$ cat src/smp_pkg.sv
package smp_pkg;

   // register map, byte addresses on a 32-bit bus
   localparam int           SMP_AW          = 8;
   localparam logic [7:0]   SMP_ADDR_CTRL   = 8'h00;
   localparam logic [7:0]   SMP_ADDR_DLY1   = 8'h04;
   localparam logic [7:0]   SMP_ADDR_DLY2   = 8'h08;
   localparam logic [7:0]   SMP_ADDR_STATUS = 8'h0c;
   localparam logic [7:0]   SMP_ADDR_ERR    = 8'h10;

   localparam logic [1:0]   SMP_RESP_OKAY   = 2'h0;
   localparam logic [1:0]   SMP_RESP_SLVERR = 2'h2;

   // control register fields
   localparam int           SMP_CTRL_RUN    = 0;
   localparam int           SMP_CTRL_SHEAR1 = 1;
   localparam int           SMP_CTRL_SHEAR2 = 2;

   // overspeed switch-off delay in ms
   localparam int           SMP_DLY_W       = 12;
   localparam logic [11:0]  SMP_DLY_MAX_MS  = 12'h9c4;
   localparam logic [11:0]  SMP_DLY_RST     = 12'h000;

   // status register fields
   localparam int           SMP_ST_AXIS2    = 4;
   localparam int           SMP_ST_EXT      = 8;
   localparam int           SMP_ST_INT      = 9;
   localparam int           SMP_ST_DIRV     = 10;
   localparam int           SMP_ST_READY    = 11;
   localparam int           SMP_ST_CNT      = 12;

   // error stack read word
   localparam int           SMP_ERR_VALID   = 8;
   localparam int           SMP_ERR_OVF     = 9;
   localparam int           SMP_STK_DEPTH   = 8;
   localparam int           SMP_ENTRY_W     = 5;

   // timing
   localparam int           SMP_CLK_NS      = 10;
   localparam int           SMP_MS_NS       = 1000000;
   localparam int           SMP_MS_CYCLES   = SMP_MS_NS / SMP_CLK_NS;
   localparam logic [9:0]   SMP_DIR_HOLD_MS = 10'h1f4;
   localparam int           SMP_BLINK_SLOW  = 9;
   localparam int           SMP_BLINK_FAST  = 7;

   typedef struct packed {
      logic track_a;
      logic track_b;
      logic prox_a;
      logic prox_b;
      logic ovs_exceed;
      logic enc_connected;
      logic enc_short;
      logic direction;
   } smp_axis_in_t;

   // code = {broken shear pin, track a, track b, prox}
   typedef struct packed {
      logic       standstill;
      logic       ovs_ok;
      logic       diag9;
      logic       diag10;
      logic       log_req;
      logic [3:0] code;
   } smp_axis_out_t;

endpackage

$ cat src/smp_axis.sv
`timescale 1ns/1ns
`default_nettype none
module smp_axis (
   input  wire logic                 clk_i,
   input  wire logic                 rst_i,
   input  wire logic                 run_i,
   input  wire logic                 shear_en_i,
   input  wire logic [11:0]          delay_ms_i,
   input  wire logic                 ms_tick_i,
   input  wire smp_pkg::smp_axis_in_t in_i,
   output smp_pkg::smp_axis_out_t    out_o
);

   typedef enum logic [2:0] {
      SMP_OVS_OK   = 3'b001,
      SMP_OVS_WAIT = 3'b010,
      SMP_OVS_TRIP = 3'b100
   } smp_ovs_t;

   typedef struct packed {
      smp_ovs_t               ovs;
      logic [11:0]            dcnt;
      logic                   err_q;
      smp_pkg::smp_axis_out_t out;
   } smp_axis_state_t;

   smp_axis_state_t s;
   smp_axis_state_t next_s;

   always_comb begin
      logic prox;
      logic ok_rot;
      logic ss;
      logic ok;
      logic d9;
      logic d10;
      logic err;
      prox   = 1'b0;
      ok_rot = 1'b1;
      ss     = 1'b1;
      ok     = 1'b1;
      d9     = 1'b0;
      d10    = 1'b0;
      err    = 1'b0;
      next_s = s;
      prox   = in_i.prox_a | in_i.prox_b;
      // overspeed-ok falls only after the configured delay
      unique case (s.ovs)
         SMP_OVS_OK: begin
            next_s.dcnt = 12'h000;
            if (in_i.ovs_exceed) begin
               next_s.ovs = (delay_ms_i == 12'h000) ? SMP_OVS_TRIP : SMP_OVS_WAIT;
            end
         end
         SMP_OVS_WAIT: begin
            if (!in_i.ovs_exceed) begin
               next_s.ovs = SMP_OVS_OK;
            end else if (ms_tick_i) begin
               next_s.dcnt = s.dcnt + 12'h001;
               // ticks are free running, so one extra tick keeps the wait from running short
               if (s.dcnt >= delay_ms_i) begin
                  next_s.ovs = SMP_OVS_TRIP;
               end
            end
         end
         SMP_OVS_TRIP: begin
            if (!in_i.ovs_exceed) begin
               next_s.ovs = SMP_OVS_OK;
            end
         end
         default: next_s.ovs = SMP_OVS_OK;
      endcase
      if (!run_i) begin
         next_s.ovs = SMP_OVS_OK;
      end
      ok_rot = (next_s.ovs != SMP_OVS_TRIP);
      unique case ({in_i.track_a, in_i.track_b, prox})
         3'b000: ;
         3'b001: begin
            d9 = 1'b1;
            if (shear_en_i) begin
               ss  = 1'b0;
               ok  = 1'b0;
               err = 1'b1;
            end
         end
         3'b010, 3'b100: ;
         3'b011, 3'b101: begin
            ss  = 1'b0;
            ok  = ok_rot;
            d10 = 1'b1;
            err = 1'b1;
         end
         3'b110: begin
            ss  = 1'b0;
            ok  = ok_rot;
            d9  = 1'b1;
            err = 1'b1;
         end
         3'b111: begin
            ss = 1'b0;
            ok = ok_rot;
         end
      endcase
      // not running or faulted: safe condition, nothing logged
      if (!run_i) begin
         ss  = 1'b0;
         ok  = 1'b0;
         d9  = 1'b0;
         d10 = 1'b0;
         err = 1'b0;
      end
      next_s.err_q          = err;
      next_s.out.standstill = ss;
      next_s.out.ovs_ok     = ok;
      next_s.out.diag9      = d9;
      next_s.out.diag10     = d10;
      next_s.out.log_req    = err & ~s.err_q;
      next_s.out.code       = {shear_en_i & prox & ~in_i.track_a & ~in_i.track_b,
                               in_i.track_a, in_i.track_b, prox};
   end

   always_ff @(posedge clk_i or posedge rst_i) begin
      if (rst_i) begin
         s     <= '0;
         s.ovs <= SMP_OVS_OK;
      end else begin
         s <= next_s;
      end
   end

   assign out_o = s.out;

endmodule
`default_nettype wire

$ cat src/smp_monitor.sv
// Operation
// - ready indicator is steadily lit while operational, never blinking.
// - encoder input fault: safe condition, fault lit, that connection indicator blinks.
// - internal fault: safe condition and fault indicator blinks.
// - encoder or wiring fault shows as brief flash on the axis indicator.
// - axis indicator: slow blink normal, steady standstill, fast blink overspeed.
// - encoder connection indicator steady while encoder is correctly connected.
// - each proximity input indicator lit while that input is energised.
// - an input flag is 1 with pulses detected, 0 without.
// - no pulses anywhere: standstill, overspeed-ok, no diagnostics, no log.
// - proximity only, shear option off: standstill kept, bit 9 only.
// - proximity only, shear option on: outputs drop, bit 9, logged.
// - one track only, no proximity: standstill kept, nothing set or logged.
// - proximity plus one track: standstill drops, bit 10, logged.
// - both tracks, no proximity: standstill drops, bit 9, logged.
// - all inputs pulsing: standstill drops, no diagnostics, no log.
// - overspeed-ok is 1 unless the configured threshold is exceeded.
// - direction is marked unreliable for 500 ms after a fault.
// - overspeed-ok falls only after the configured 0 to 2500 ms delay.
//
// The register addresses and the AXI4-Lite slave port are this design's own decisions.
`timescale 1ns/1ns
`default_nettype none
module smp_monitor #(
   parameter int MS_CYCLES = smp_pkg::SMP_MS_CYCLES
) (
   input  wire logic                  clk_i,
   input  wire logic                  rst_i,
   input  wire logic [7:0]            s_axi_awaddr_i,
   input  wire logic                  s_axi_awvalid_i,
   output logic                       s_axi_awready_o,
   input  wire logic [31:0]           s_axi_wdata_i,
   input  wire logic [3:0]            s_axi_wstrb_i,
   input  wire logic                  s_axi_wvalid_i,
   output logic                       s_axi_wready_o,
   output logic [1:0]                 s_axi_bresp_o,
   output logic                       s_axi_bvalid_o,
   input  wire logic                  s_axi_bready_i,
   input  wire logic [7:0]            s_axi_araddr_i,
   input  wire logic                  s_axi_arvalid_i,
   output logic                       s_axi_arready_o,
   output logic [31:0]                s_axi_rdata_o,
   output logic [1:0]                 s_axi_rresp_o,
   output logic                       s_axi_rvalid_o,
   input  wire logic                  s_axi_rready_i,
   input  wire smp_pkg::smp_axis_in_t axis1_i,
   input  wire smp_pkg::smp_axis_in_t axis2_i,
   input  wire logic                  internal_fault_i,
   output logic [1:0]                 standstill_o,
   output logic [1:0]                 ovs_ok_o,
   output logic [1:0]                 diag9_o,
   output logic [1:0]                 diag10_o,
   output logic [1:0]                 direction_o,
   output logic                       direction_valid_o,
   output logic                       ready_led_o,
   output logic                       fault_led_o,
   output logic                       axis1_state_indicator_o,
   output logic                       axis2_state_indicator_o,
   output logic                       axis1_encoder_port_led_o,
   output logic                       axis2_encoder_port_led_o,
   output logic                       axis1_prox_input_a_led_o,
   output logic                       axis1_prox_input_b_led_o,
   output logic                       axis2_prox_input_a_led_o,
   output logic                       axis2_prox_input_b_led_o
);

   typedef struct packed {
      logic                                             aw_full;
      logic [7:0]                                       aw_addr;
      logic                                             w_full;
      logic [31:0]                                      w_data;
      logic [3:0]                                       w_strb;
      logic                                             bvalid;
      logic [1:0]                                       bresp;
      logic                                             rvalid;
      logic [31:0]                                      rdata;
      logic [1:0]                                       rresp;
      logic                                             run;
      logic [1:0]                                       shear;
      logic [11:0]                                      dly1;
      logic [11:0]                                      dly2;
      logic [31:0]                                      ms_cnt;
      logic                                             ms_tick;
      logic [9:0]                                       blink;
      logic [1:0]                                       pend;
      logic [smp_pkg::SMP_STK_DEPTH-1:0][4:0]           stk;
      logic [3:0]                                       cnt;
      logic                                             ovf;
      logic                                             fault_q;
      logic [9:0]                                       dir_cnt;
      logic [1:0]                                       dir;
      logic [1:0]                                       ss;
      logic [1:0]                                       ok;
      logic [1:0]                                       d9;
      logic [1:0]                                       d10;
      logic                                             ready_led;
      logic                                             fault_led;
      logic [1:0]                                       axis_led;
      logic [1:0]                                       enc_led;
      logic [3:0]                                       prox_led;
   } smp_top_state_t;

   smp_top_state_t          s;
   smp_top_state_t          next_s;
   smp_pkg::smp_axis_out_t  ax1;
   smp_pkg::smp_axis_out_t  ax2;
   logic                    ext_fault;
   logic                    int_fault;
   logic                    axis_run;

   assign ext_fault = axis1_i.enc_short | axis2_i.enc_short;
   assign int_fault = internal_fault_i;
   // evaluation waits for the loaded configuration; any fault forces the safe condition
   assign axis_run  = s.run & ~ext_fault & ~int_fault;

   smp_axis u_axis1 (
      .clk_i      (clk_i),
      .rst_i      (rst_i),
      .run_i      (axis_run),
      .shear_en_i (s.shear[0]),
      .delay_ms_i (s.dly1),
      .ms_tick_i  (s.ms_tick),
      .in_i       (axis1_i),
      .out_o      (ax1)
   );

   smp_axis u_axis2 (
      .clk_i      (clk_i),
      .rst_i      (rst_i),
      .run_i      (axis_run),
      .shear_en_i (s.shear[1]),
      .delay_ms_i (s.dly2),
      .ms_tick_i  (s.ms_tick),
      .in_i       (axis2_i),
      .out_o      (ax2)
   );

   function automatic logic [31:0] smp_merge(input logic [31:0] old_v,
                                             input logic [31:0] new_v,
                                             input logic [3:0]  strb);
      logic [31:0] r;
      r = old_v;
      for (int i = 0; i < 4; i++) begin
         if (strb[i]) begin
            r[i*8 +: 8] = new_v[i*8 +: 8];
         end
      end
      return r;
   endfunction

   function automatic logic [11:0] smp_clamp(input logic [11:0] v);
      return (v > smp_pkg::SMP_DLY_MAX_MS) ? smp_pkg::SMP_DLY_MAX_MS : v;
   endfunction

   function automatic logic smp_axis_led(input smp_pkg::smp_axis_out_t o,
                                         input logic enc_short,
                                         input logic [9:0] blink);
      logic slow;
      logic fast;
      logic brief;
      slow  = blink[smp_pkg::SMP_BLINK_SLOW];
      fast  = blink[smp_pkg::SMP_BLINK_FAST];
      brief = (blink[smp_pkg::SMP_BLINK_SLOW:smp_pkg::SMP_BLINK_FAST] == 3'h0);
      if (o.diag10 | enc_short) begin
         return brief;
      end else if (o.standstill) begin
         return 1'b1;
      end else if (!o.ovs_ok) begin
         return fast;
      end
      return slow;
   endfunction

   always_comb begin
      logic [31:0] wval;
      logic [31:0] sword;
      logic        pop;
      logic        fault_now;
      wval      = 32'h0;
      sword     = 32'h0;
      pop       = 1'b0;
      fault_now = 1'b0;
      next_s    = s;

      // millisecond time base for delays and blinking
      next_s.ms_tick = 1'b0;
      if (s.ms_cnt >= 32'(MS_CYCLES - 1)) begin
         next_s.ms_cnt  = 32'h0;
         next_s.ms_tick = 1'b1;
         next_s.blink   = s.blink + 10'h001;
      end else begin
         next_s.ms_cnt = s.ms_cnt + 32'h1;
      end

      // write channel: address and data taken independently, answered together
      if (s_axi_awvalid_i && s_axi_awready_o) begin
         next_s.aw_full = 1'b1;
         next_s.aw_addr = s_axi_awaddr_i;
      end
      if (s_axi_wvalid_i && s_axi_wready_o) begin
         next_s.w_full = 1'b1;
         next_s.w_data = s_axi_wdata_i;
         next_s.w_strb = s_axi_wstrb_i;
      end
      if (s.bvalid && s_axi_bready_i) begin
         next_s.bvalid = 1'b0;
      end
      if (s.aw_full && s.w_full && !s.bvalid) begin
         next_s.aw_full = 1'b0;
         next_s.w_full  = 1'b0;
         next_s.bvalid  = 1'b1;
         next_s.bresp   = smp_pkg::SMP_RESP_OKAY;
         unique case (s.aw_addr)
            smp_pkg::SMP_ADDR_CTRL: begin
               wval = smp_merge({29'h0, s.shear, s.run}, s.w_data, s.w_strb);
               next_s.run   = wval[smp_pkg::SMP_CTRL_RUN];
               next_s.shear = {wval[smp_pkg::SMP_CTRL_SHEAR2], wval[smp_pkg::SMP_CTRL_SHEAR1]};
            end
            smp_pkg::SMP_ADDR_DLY1: begin
               wval = smp_merge({20'h0, s.dly1}, s.w_data, s.w_strb);
               next_s.dly1 = smp_clamp(wval[11:0]);
            end
            smp_pkg::SMP_ADDR_DLY2: begin
               wval = smp_merge({20'h0, s.dly2}, s.w_data, s.w_strb);
               next_s.dly2 = smp_clamp(wval[11:0]);
            end
            smp_pkg::SMP_ADDR_STATUS, smp_pkg::SMP_ADDR_ERR: ;
            default: next_s.bresp = smp_pkg::SMP_RESP_SLVERR;
         endcase
      end

      // status word
      sword[3:0] = {s.d10[0], s.d9[0], s.ok[0], s.ss[0]};
      sword[smp_pkg::SMP_ST_AXIS2 +: 4] = {s.d10[1], s.d9[1], s.ok[1], s.ss[1]};
      sword[smp_pkg::SMP_ST_EXT]   = ext_fault;
      sword[smp_pkg::SMP_ST_INT]   = int_fault;
      sword[smp_pkg::SMP_ST_DIRV]  = (s.dir_cnt == 10'h000);
      sword[smp_pkg::SMP_ST_READY] = s.ready_led;
      sword[smp_pkg::SMP_ST_CNT +: 4] = s.cnt;

      // read channel: one cycle to answer, reading the stack pops its top
      if (s.rvalid && s_axi_rready_i) begin
         next_s.rvalid = 1'b0;
      end
      if (s_axi_arvalid_i && s_axi_arready_o) begin
         next_s.rvalid = 1'b1;
         next_s.rresp  = smp_pkg::SMP_RESP_OKAY;
         next_s.rdata  = 32'h0;
         unique case (s_axi_araddr_i)
            smp_pkg::SMP_ADDR_CTRL:   next_s.rdata = {29'h0, s.shear, s.run};
            smp_pkg::SMP_ADDR_DLY1:   next_s.rdata = {20'h0, s.dly1};
            smp_pkg::SMP_ADDR_DLY2:   next_s.rdata = {20'h0, s.dly2};
            smp_pkg::SMP_ADDR_STATUS: next_s.rdata = sword;
            smp_pkg::SMP_ADDR_ERR: begin
               next_s.rdata[smp_pkg::SMP_ERR_OVF] = s.ovf;
               if (s.cnt != 4'h0) begin
                  pop = 1'b1;
                  next_s.rdata[4:0] = s.stk[s.cnt[2:0] - 3'h1];
                  next_s.rdata[smp_pkg::SMP_ERR_VALID] = 1'b1;
               end
               next_s.ovf = 1'b0;
            end
            default: next_s.rresp = smp_pkg::SMP_RESP_SLVERR;
         endcase
      end

      // error stack: pop first, then push one pending entry, axis 1 ahead of axis 2
      if (pop) begin
         next_s.cnt = s.cnt - 4'h1;
      end
      if (s.pend != 2'b00) begin
         if (next_s.cnt < 4'(smp_pkg::SMP_STK_DEPTH)) begin
            next_s.stk[next_s.cnt[2:0]] = s.pend[0] ? {1'b0, ax1.code} : {1'b1, ax2.code};
            next_s.cnt = next_s.cnt + 4'h1;
         end else begin
            next_s.ovf = 1'b1; // full stack drops the newest entry and flags it
         end
         next_s.pend = s.pend[0] ? {s.pend[1], 1'b0} : 2'b00;
      end
      // a request arriving while another is served is kept: set wins
      next_s.pend = next_s.pend | {ax2.log_req, ax1.log_req};

      // direction is unreliable for a while after any fault
      fault_now     = ext_fault | int_fault;
      next_s.fault_q = fault_now;
      if (fault_now && !s.fault_q) begin
         next_s.dir_cnt = smp_pkg::SMP_DIR_HOLD_MS;
      end else if (s.ms_tick && s.dir_cnt != 10'h000) begin
         next_s.dir_cnt = s.dir_cnt - 10'h001;
      end
      next_s.dir = {axis2_i.direction, axis1_i.direction};

      // axis outputs
      next_s.ss  = {ax2.standstill, ax1.standstill};
      next_s.ok  = {ax2.ovs_ok, ax1.ovs_ok};
      next_s.d9  = {ax2.diag9, ax1.diag9};
      next_s.d10 = {ax2.diag10, ax1.diag10};

      // indicators
      next_s.ready_led = s.run & ~fault_now;
      if (int_fault) begin
         next_s.fault_led = s.blink[smp_pkg::SMP_BLINK_SLOW];
      end else begin
         next_s.fault_led = ext_fault;
      end
      next_s.enc_led[0] = axis1_i.enc_short ? s.blink[smp_pkg::SMP_BLINK_FAST]
                                            : axis1_i.enc_connected;
      next_s.enc_led[1] = axis2_i.enc_short ? s.blink[smp_pkg::SMP_BLINK_FAST]
                                            : axis2_i.enc_connected;
      next_s.axis_led[0] = smp_axis_led(ax1, axis1_i.enc_short, s.blink);
      next_s.axis_led[1] = smp_axis_led(ax2, axis2_i.enc_short, s.blink);
      next_s.prox_led = {axis2_i.prox_b, axis2_i.prox_a, axis1_i.prox_b, axis1_i.prox_a};
   end

   always_ff @(posedge clk_i or posedge rst_i) begin
      if (rst_i) begin
         s      <= '0;
         s.dly1 <= smp_pkg::SMP_DLY_RST;
         s.dly2 <= smp_pkg::SMP_DLY_RST;
      end else begin
         s <= next_s;
      end
   end

   // bus handshakes
   assign s_axi_awready_o = ~s.aw_full & ~s.bvalid;
   assign s_axi_wready_o  = ~s.w_full & ~s.bvalid;
   assign s_axi_bvalid_o  = s.bvalid;
   assign s_axi_bresp_o   = s.bresp;
   assign s_axi_arready_o = ~s.rvalid;
   assign s_axi_rvalid_o  = s.rvalid;
   assign s_axi_rdata_o   = s.rdata;
   assign s_axi_rresp_o   = s.rresp;

   // outputs
   assign standstill_o             = s.ss;
   assign ovs_ok_o                 = s.ok;
   assign diag9_o                  = s.d9;
   assign diag10_o                 = s.d10;
   assign direction_o              = s.dir;
   assign direction_valid_o        = (s.dir_cnt == 10'h000);
   assign ready_led_o              = s.ready_led;
   assign fault_led_o              = s.fault_led;
   assign axis1_state_indicator_o  = s.axis_led[0];
   assign axis2_state_indicator_o  = s.axis_led[1];
   assign axis1_encoder_port_led_o = s.enc_led[0];
   assign axis2_encoder_port_led_o = s.enc_led[1];
   assign axis1_prox_input_a_led_o = s.prox_led[0];
   assign axis1_prox_input_b_led_o = s.prox_led[1];
   assign axis2_prox_input_a_led_o = s.prox_led[2];
   assign axis2_prox_input_b_led_o = s.prox_led[3];

endmodule
`default_nettype wire

$ cat config.mk
export PLATFORM = sky130hd
export DESIGN_NAME = smp_monitor
export DESIGN_NICKNAME = d
export VERILOG_FILES = /design/src/smp_pkg.sv /design/src/smp_axis.sv /design/src/smp_monitor.sv
export SDC_FILE = /design/constraint.sdc
export NUM_CORES = 1
export LEC_CHECK = 0
export BUFFER_PORTS_ARGS = -buffer_cell sky130_fd_sc_hd__buf_2
export CAP_MARGIN = 10
export CORE_MARGIN = 4
export CORE_UTILIZATION = 53
export DETAILED_ROUTE_END_ITERATION = 10
export HOLD_SLACK_MARGIN = 0.12
export MAX_ROUTING_LAYER = met4
export PLACE_DENSITY = 0.76
export REMOVE_ABC_BUFFERS = 1
export SLEW_MARGIN = 0
export SYNTH_ARGS = -nofsm -noshare
export SYNTH_HDL_FRONTEND = slang
export SYNTH_SLANG_ARGS = --single-unit
export TNS_END_PERCENT = 30
$ cat constraint.sdc
create_clock -name clk_i -period 6.1 [get_ports clk_i]
set_input_delay 0 -clock clk_i [delete_from_list [all_inputs] [get_ports clk_i]]
set_output_delay 0 -clock clk_i [all_outputs]
set_load 0.02 [all_outputs]
==> impl_results.md <==
* Seq/Total Area, Yosys at 50.36%
* Req. time, crit path at 6.46 ns
* Total CTS buffers at 26
* Post-Syn Instances at 1083
* Routability cong. at 0.9085
* Vias/cell at 5.580
* Vias in the first global route at 8636
* DR vias at roughly 8600
* Clock Root Buffer: clkbuf_16
* # resized after CTS at 0
* YS warnings at 0
* DR DRC count at 0
* Average size of a mapped cell at between 10 and 15 um2
* PD cells at 312.4 nW/um2
* Worst slew margin at 36.23%
* Crit path kind: reg -> reg
* Post-synth ARST share at 100.0%
* RSZ-0062 raised after global routing: false
* Final worst path period share at 56.88%
* I/O pin cnt at 138
* Tmin final at 3.470 ns
* Core Footprint at 22090 um2
* Critical R2R Launch: s[32]$_DFF_PP0_
* Die Y at ~160 um
* First-pass GRT wire length at 44450 um
* Area leader, netlist: dfrtp_1
* Iteration count of the initial detailed-routing pass at 5
* Final nets at around 1300
* Crit. Startpoint: s[32]$_DFF_PP0_
* Worst hold path type: in -> async
* Critical path capture point type: flip-flop
* Clock slew at reported path FFs at 0.06 ns
* Area growth syn-to-layout at 17.20%
* Initial antenna violation count at 1
* Die X-Extent at 158.7 um
* Least-Margin Pin Slew at 0.9566 ns
* CP Max Fanout at 19
* Most used DFF post-synth: dfrtp_1
* Final Cell Area at 14100 um2
* Top-area cell type share of the netlist area at 49.93%
* Crit path DAT at around 3.8 ns
* Post-synth EDFFs at 0
* Seq cells post-synth at 242
* Clk Latency, worst-skew pair at around 0.53 ns
* Final hold violation count at 0
* Total track usage at between 20% and 30%
* MaxCap Viol Count at 0
* Mapped Area at 12030 um2
* Clock Skews at 0.008916 ns
* Largest net degree at the start of global routing at 101
* R2R depth at 8
* Startpoint Class: flip-flop
* Post-CTS Setup Bufs at 0
* Wire per inst at 17.66 um
* Synth unique cells at 82
* Clock Tree Buf Depth at 3
* IO buf count at 97
* Clk sinks at 242
* DRT Wirelength at 27110 um
* Initial Util at a little over half
* Dpl cell area at 12510 um2
* CTS tree: yes
* Post-DP HPWL at 18870 um
* Top cells by area, synth: dfrtp_1, mux2_4, ha_1
* LEAKAGE at 6.669 nW
* # rows at 54
* Pins Over Slew Limit at 0
* Highest clock rate at slightly below 300 MHz
* Status: finished, final reports clean
* Layout cells sized above 1 at between 10% and 20%
* FF-to-FF setup slack at 2.63 ns
* Initial DRC Count at 663
* Final global-route overflow total at 0
* H-tree Lvls at 1
* Worst setup path end: s_axi_rdata_o[4]$_DFFE_PP0P_
* Highest ir drop seen on vdd at 0.2254 mV
* Hold_buf cts at 71
* FILL cells at 1712
* Final setup violation count at 0
* Placed Instances at 1415
* Fin cells at 1535
* Antenna viol nets, final at 0
* Reg2Reg Capture Point: s_axi_rdata_o[4]$_DFFE_PP0P_
* Die footprint at 25170 um2
how the worst min path moves through the flow:
stage	end	from	cells after the start	slack, ns
after CTS	s_axi_rdata_o[0]$_DFFE_PP0P_	s_axi_araddr_i[7]	6	0.12
after global placement	direction_o[0]$_DFF_PP0_	axis1_i[0]	1	0.11
after global routing	axis1_prox_input_b_led_o$_DFF_PP0_	axis1_i[4]	2	0.16
final	s[222]$_DFFE_PP0P_	rst_i	3	0.14
after floorplan	axis1_prox_input_a_led_o$_DFF_PP0_	axis1_i[5]	0	0.03
after detailed placement	direction_o[1]$_DFF_PP0_	axis2_i[0]	1	0.11
kinds of logic (layout without fill, tap and decap cells):
kind of cell	count (synthesis)	after routing	synth area share (%)
fa+ha+maj	32	32	3.328
compound gates	181	181	9.892
buf+inv	134	273	5.887
mux	98	98	11.41
other cells	1	34	0.03117
flops	242	242	50.36
simple gates	343	343	15.30
xor+xnor	52	52	3.786
metrics by stage:
step           setup TNS (ns)  hold slack, ns  setup WS (ns)  total power, W  util, %
3_5_place_dp                0          0.1098          2.632        0.002786    56.62
4_1_cts                     0          0.1206          2.608        0.004434    63.80
3_3_place_gp                0          0.1084          2.775        0.002758    56.62
6_report                    0          0.1422          2.630        0.004404    63.81
5_1_grt                     0          0.1585          2.322        0.004625    63.81
2_1_floorplan         -129.96         0.03143        -0.5415        0.002536        -
worst max-delay path, stage by stage, from the launching register on:
cell           delay [ns]
dfrtp_1              0.95
inv_1                0.28
ha_1                 0.68
mux4_2               0.42
mux2i_1              0.15
nor2_1               0.07
a21oi_1              0.11
dlygate4sd3_1        0.56
o21ai_0              0.08
synthesized netlist by cell type (all sizes together), types with 3 or more instances:
library cell  number
ha                32
a2bb2oi            3
nor2              85
a211oi             3
nand2             96
a22o              11
a31oi              3
nand3             35
nor2b              6
nor3b              4
nand4             16
and3              21
xnor2             23
nand3b             5
nor4b              5
a211o              5
o22ai              6
mux2              65
or3                8
or2                3
xor2              29
inv               54
a21oi             37
and4               7
nor4              11
and2               7
buf               55
a21o              12
o21ai             67
a22oi              7
nand2b            10
mux4              13
mux2i             20
nor3              14
clkbuf            25
dfrtp            240
power by group:
group,switching (W),leakage [nW],internal [W]
Sequential,0.000235,3.13,0.00178
Combinational,0.000431,3.11,0.000384
Clock,0.000620,0.427,0.000958
Total,0.00129,6.67,0.00312
cells in the final DEF (no fill, tap or decap), drive strengths merged, types with 5 or more instances in the layout:
cell type	n
dfrtp	240
buf	100
nand2	96
nor2	85
dlygate4sd3	71
o21ai	67
mux2	65
inv	54
clkbuf	41
a21oi	37
nand3	35
conb	33
ha	32
xor2	29
xnor2	23
and3	21
mux2i	20
nand4	16
nor3	14
mux4	13
a21o	12
a22o	11
nor4	11
nand2b	10
or3	8
and2	7
and4	7
a22oi	7
nor2b	6
o22ai	6
nand3b	5
nor4b	5
a211o	5
area by class of cell:
type	count	area [um2]	area share, %
Antenna cell	1	2.502	0.01775
Timing Repair Buffer	171	1219	8.644
Clock buffer	41	777.0	5.511
Clock inverter	7	98.84	0.7011
Sequential cell	242	6058	42.97
Tap cell	280	350.3	2.485
Inverter	54	210.2	1.491
Multi-Input combinational cell	739	5383	38.18
layer usage:
| layer | GRT usage, % | share of wire, % |
|---|---|---|
| met1 | 29.85 | 43 |
| met2 | 36.52 | 49 |
| met3 | 3.506 | 5.5 |
| met4 | 6.539 | 3.0 |
| met5 | - | 0 |
No activity file was read; power rests on OpenSTA's default activity.
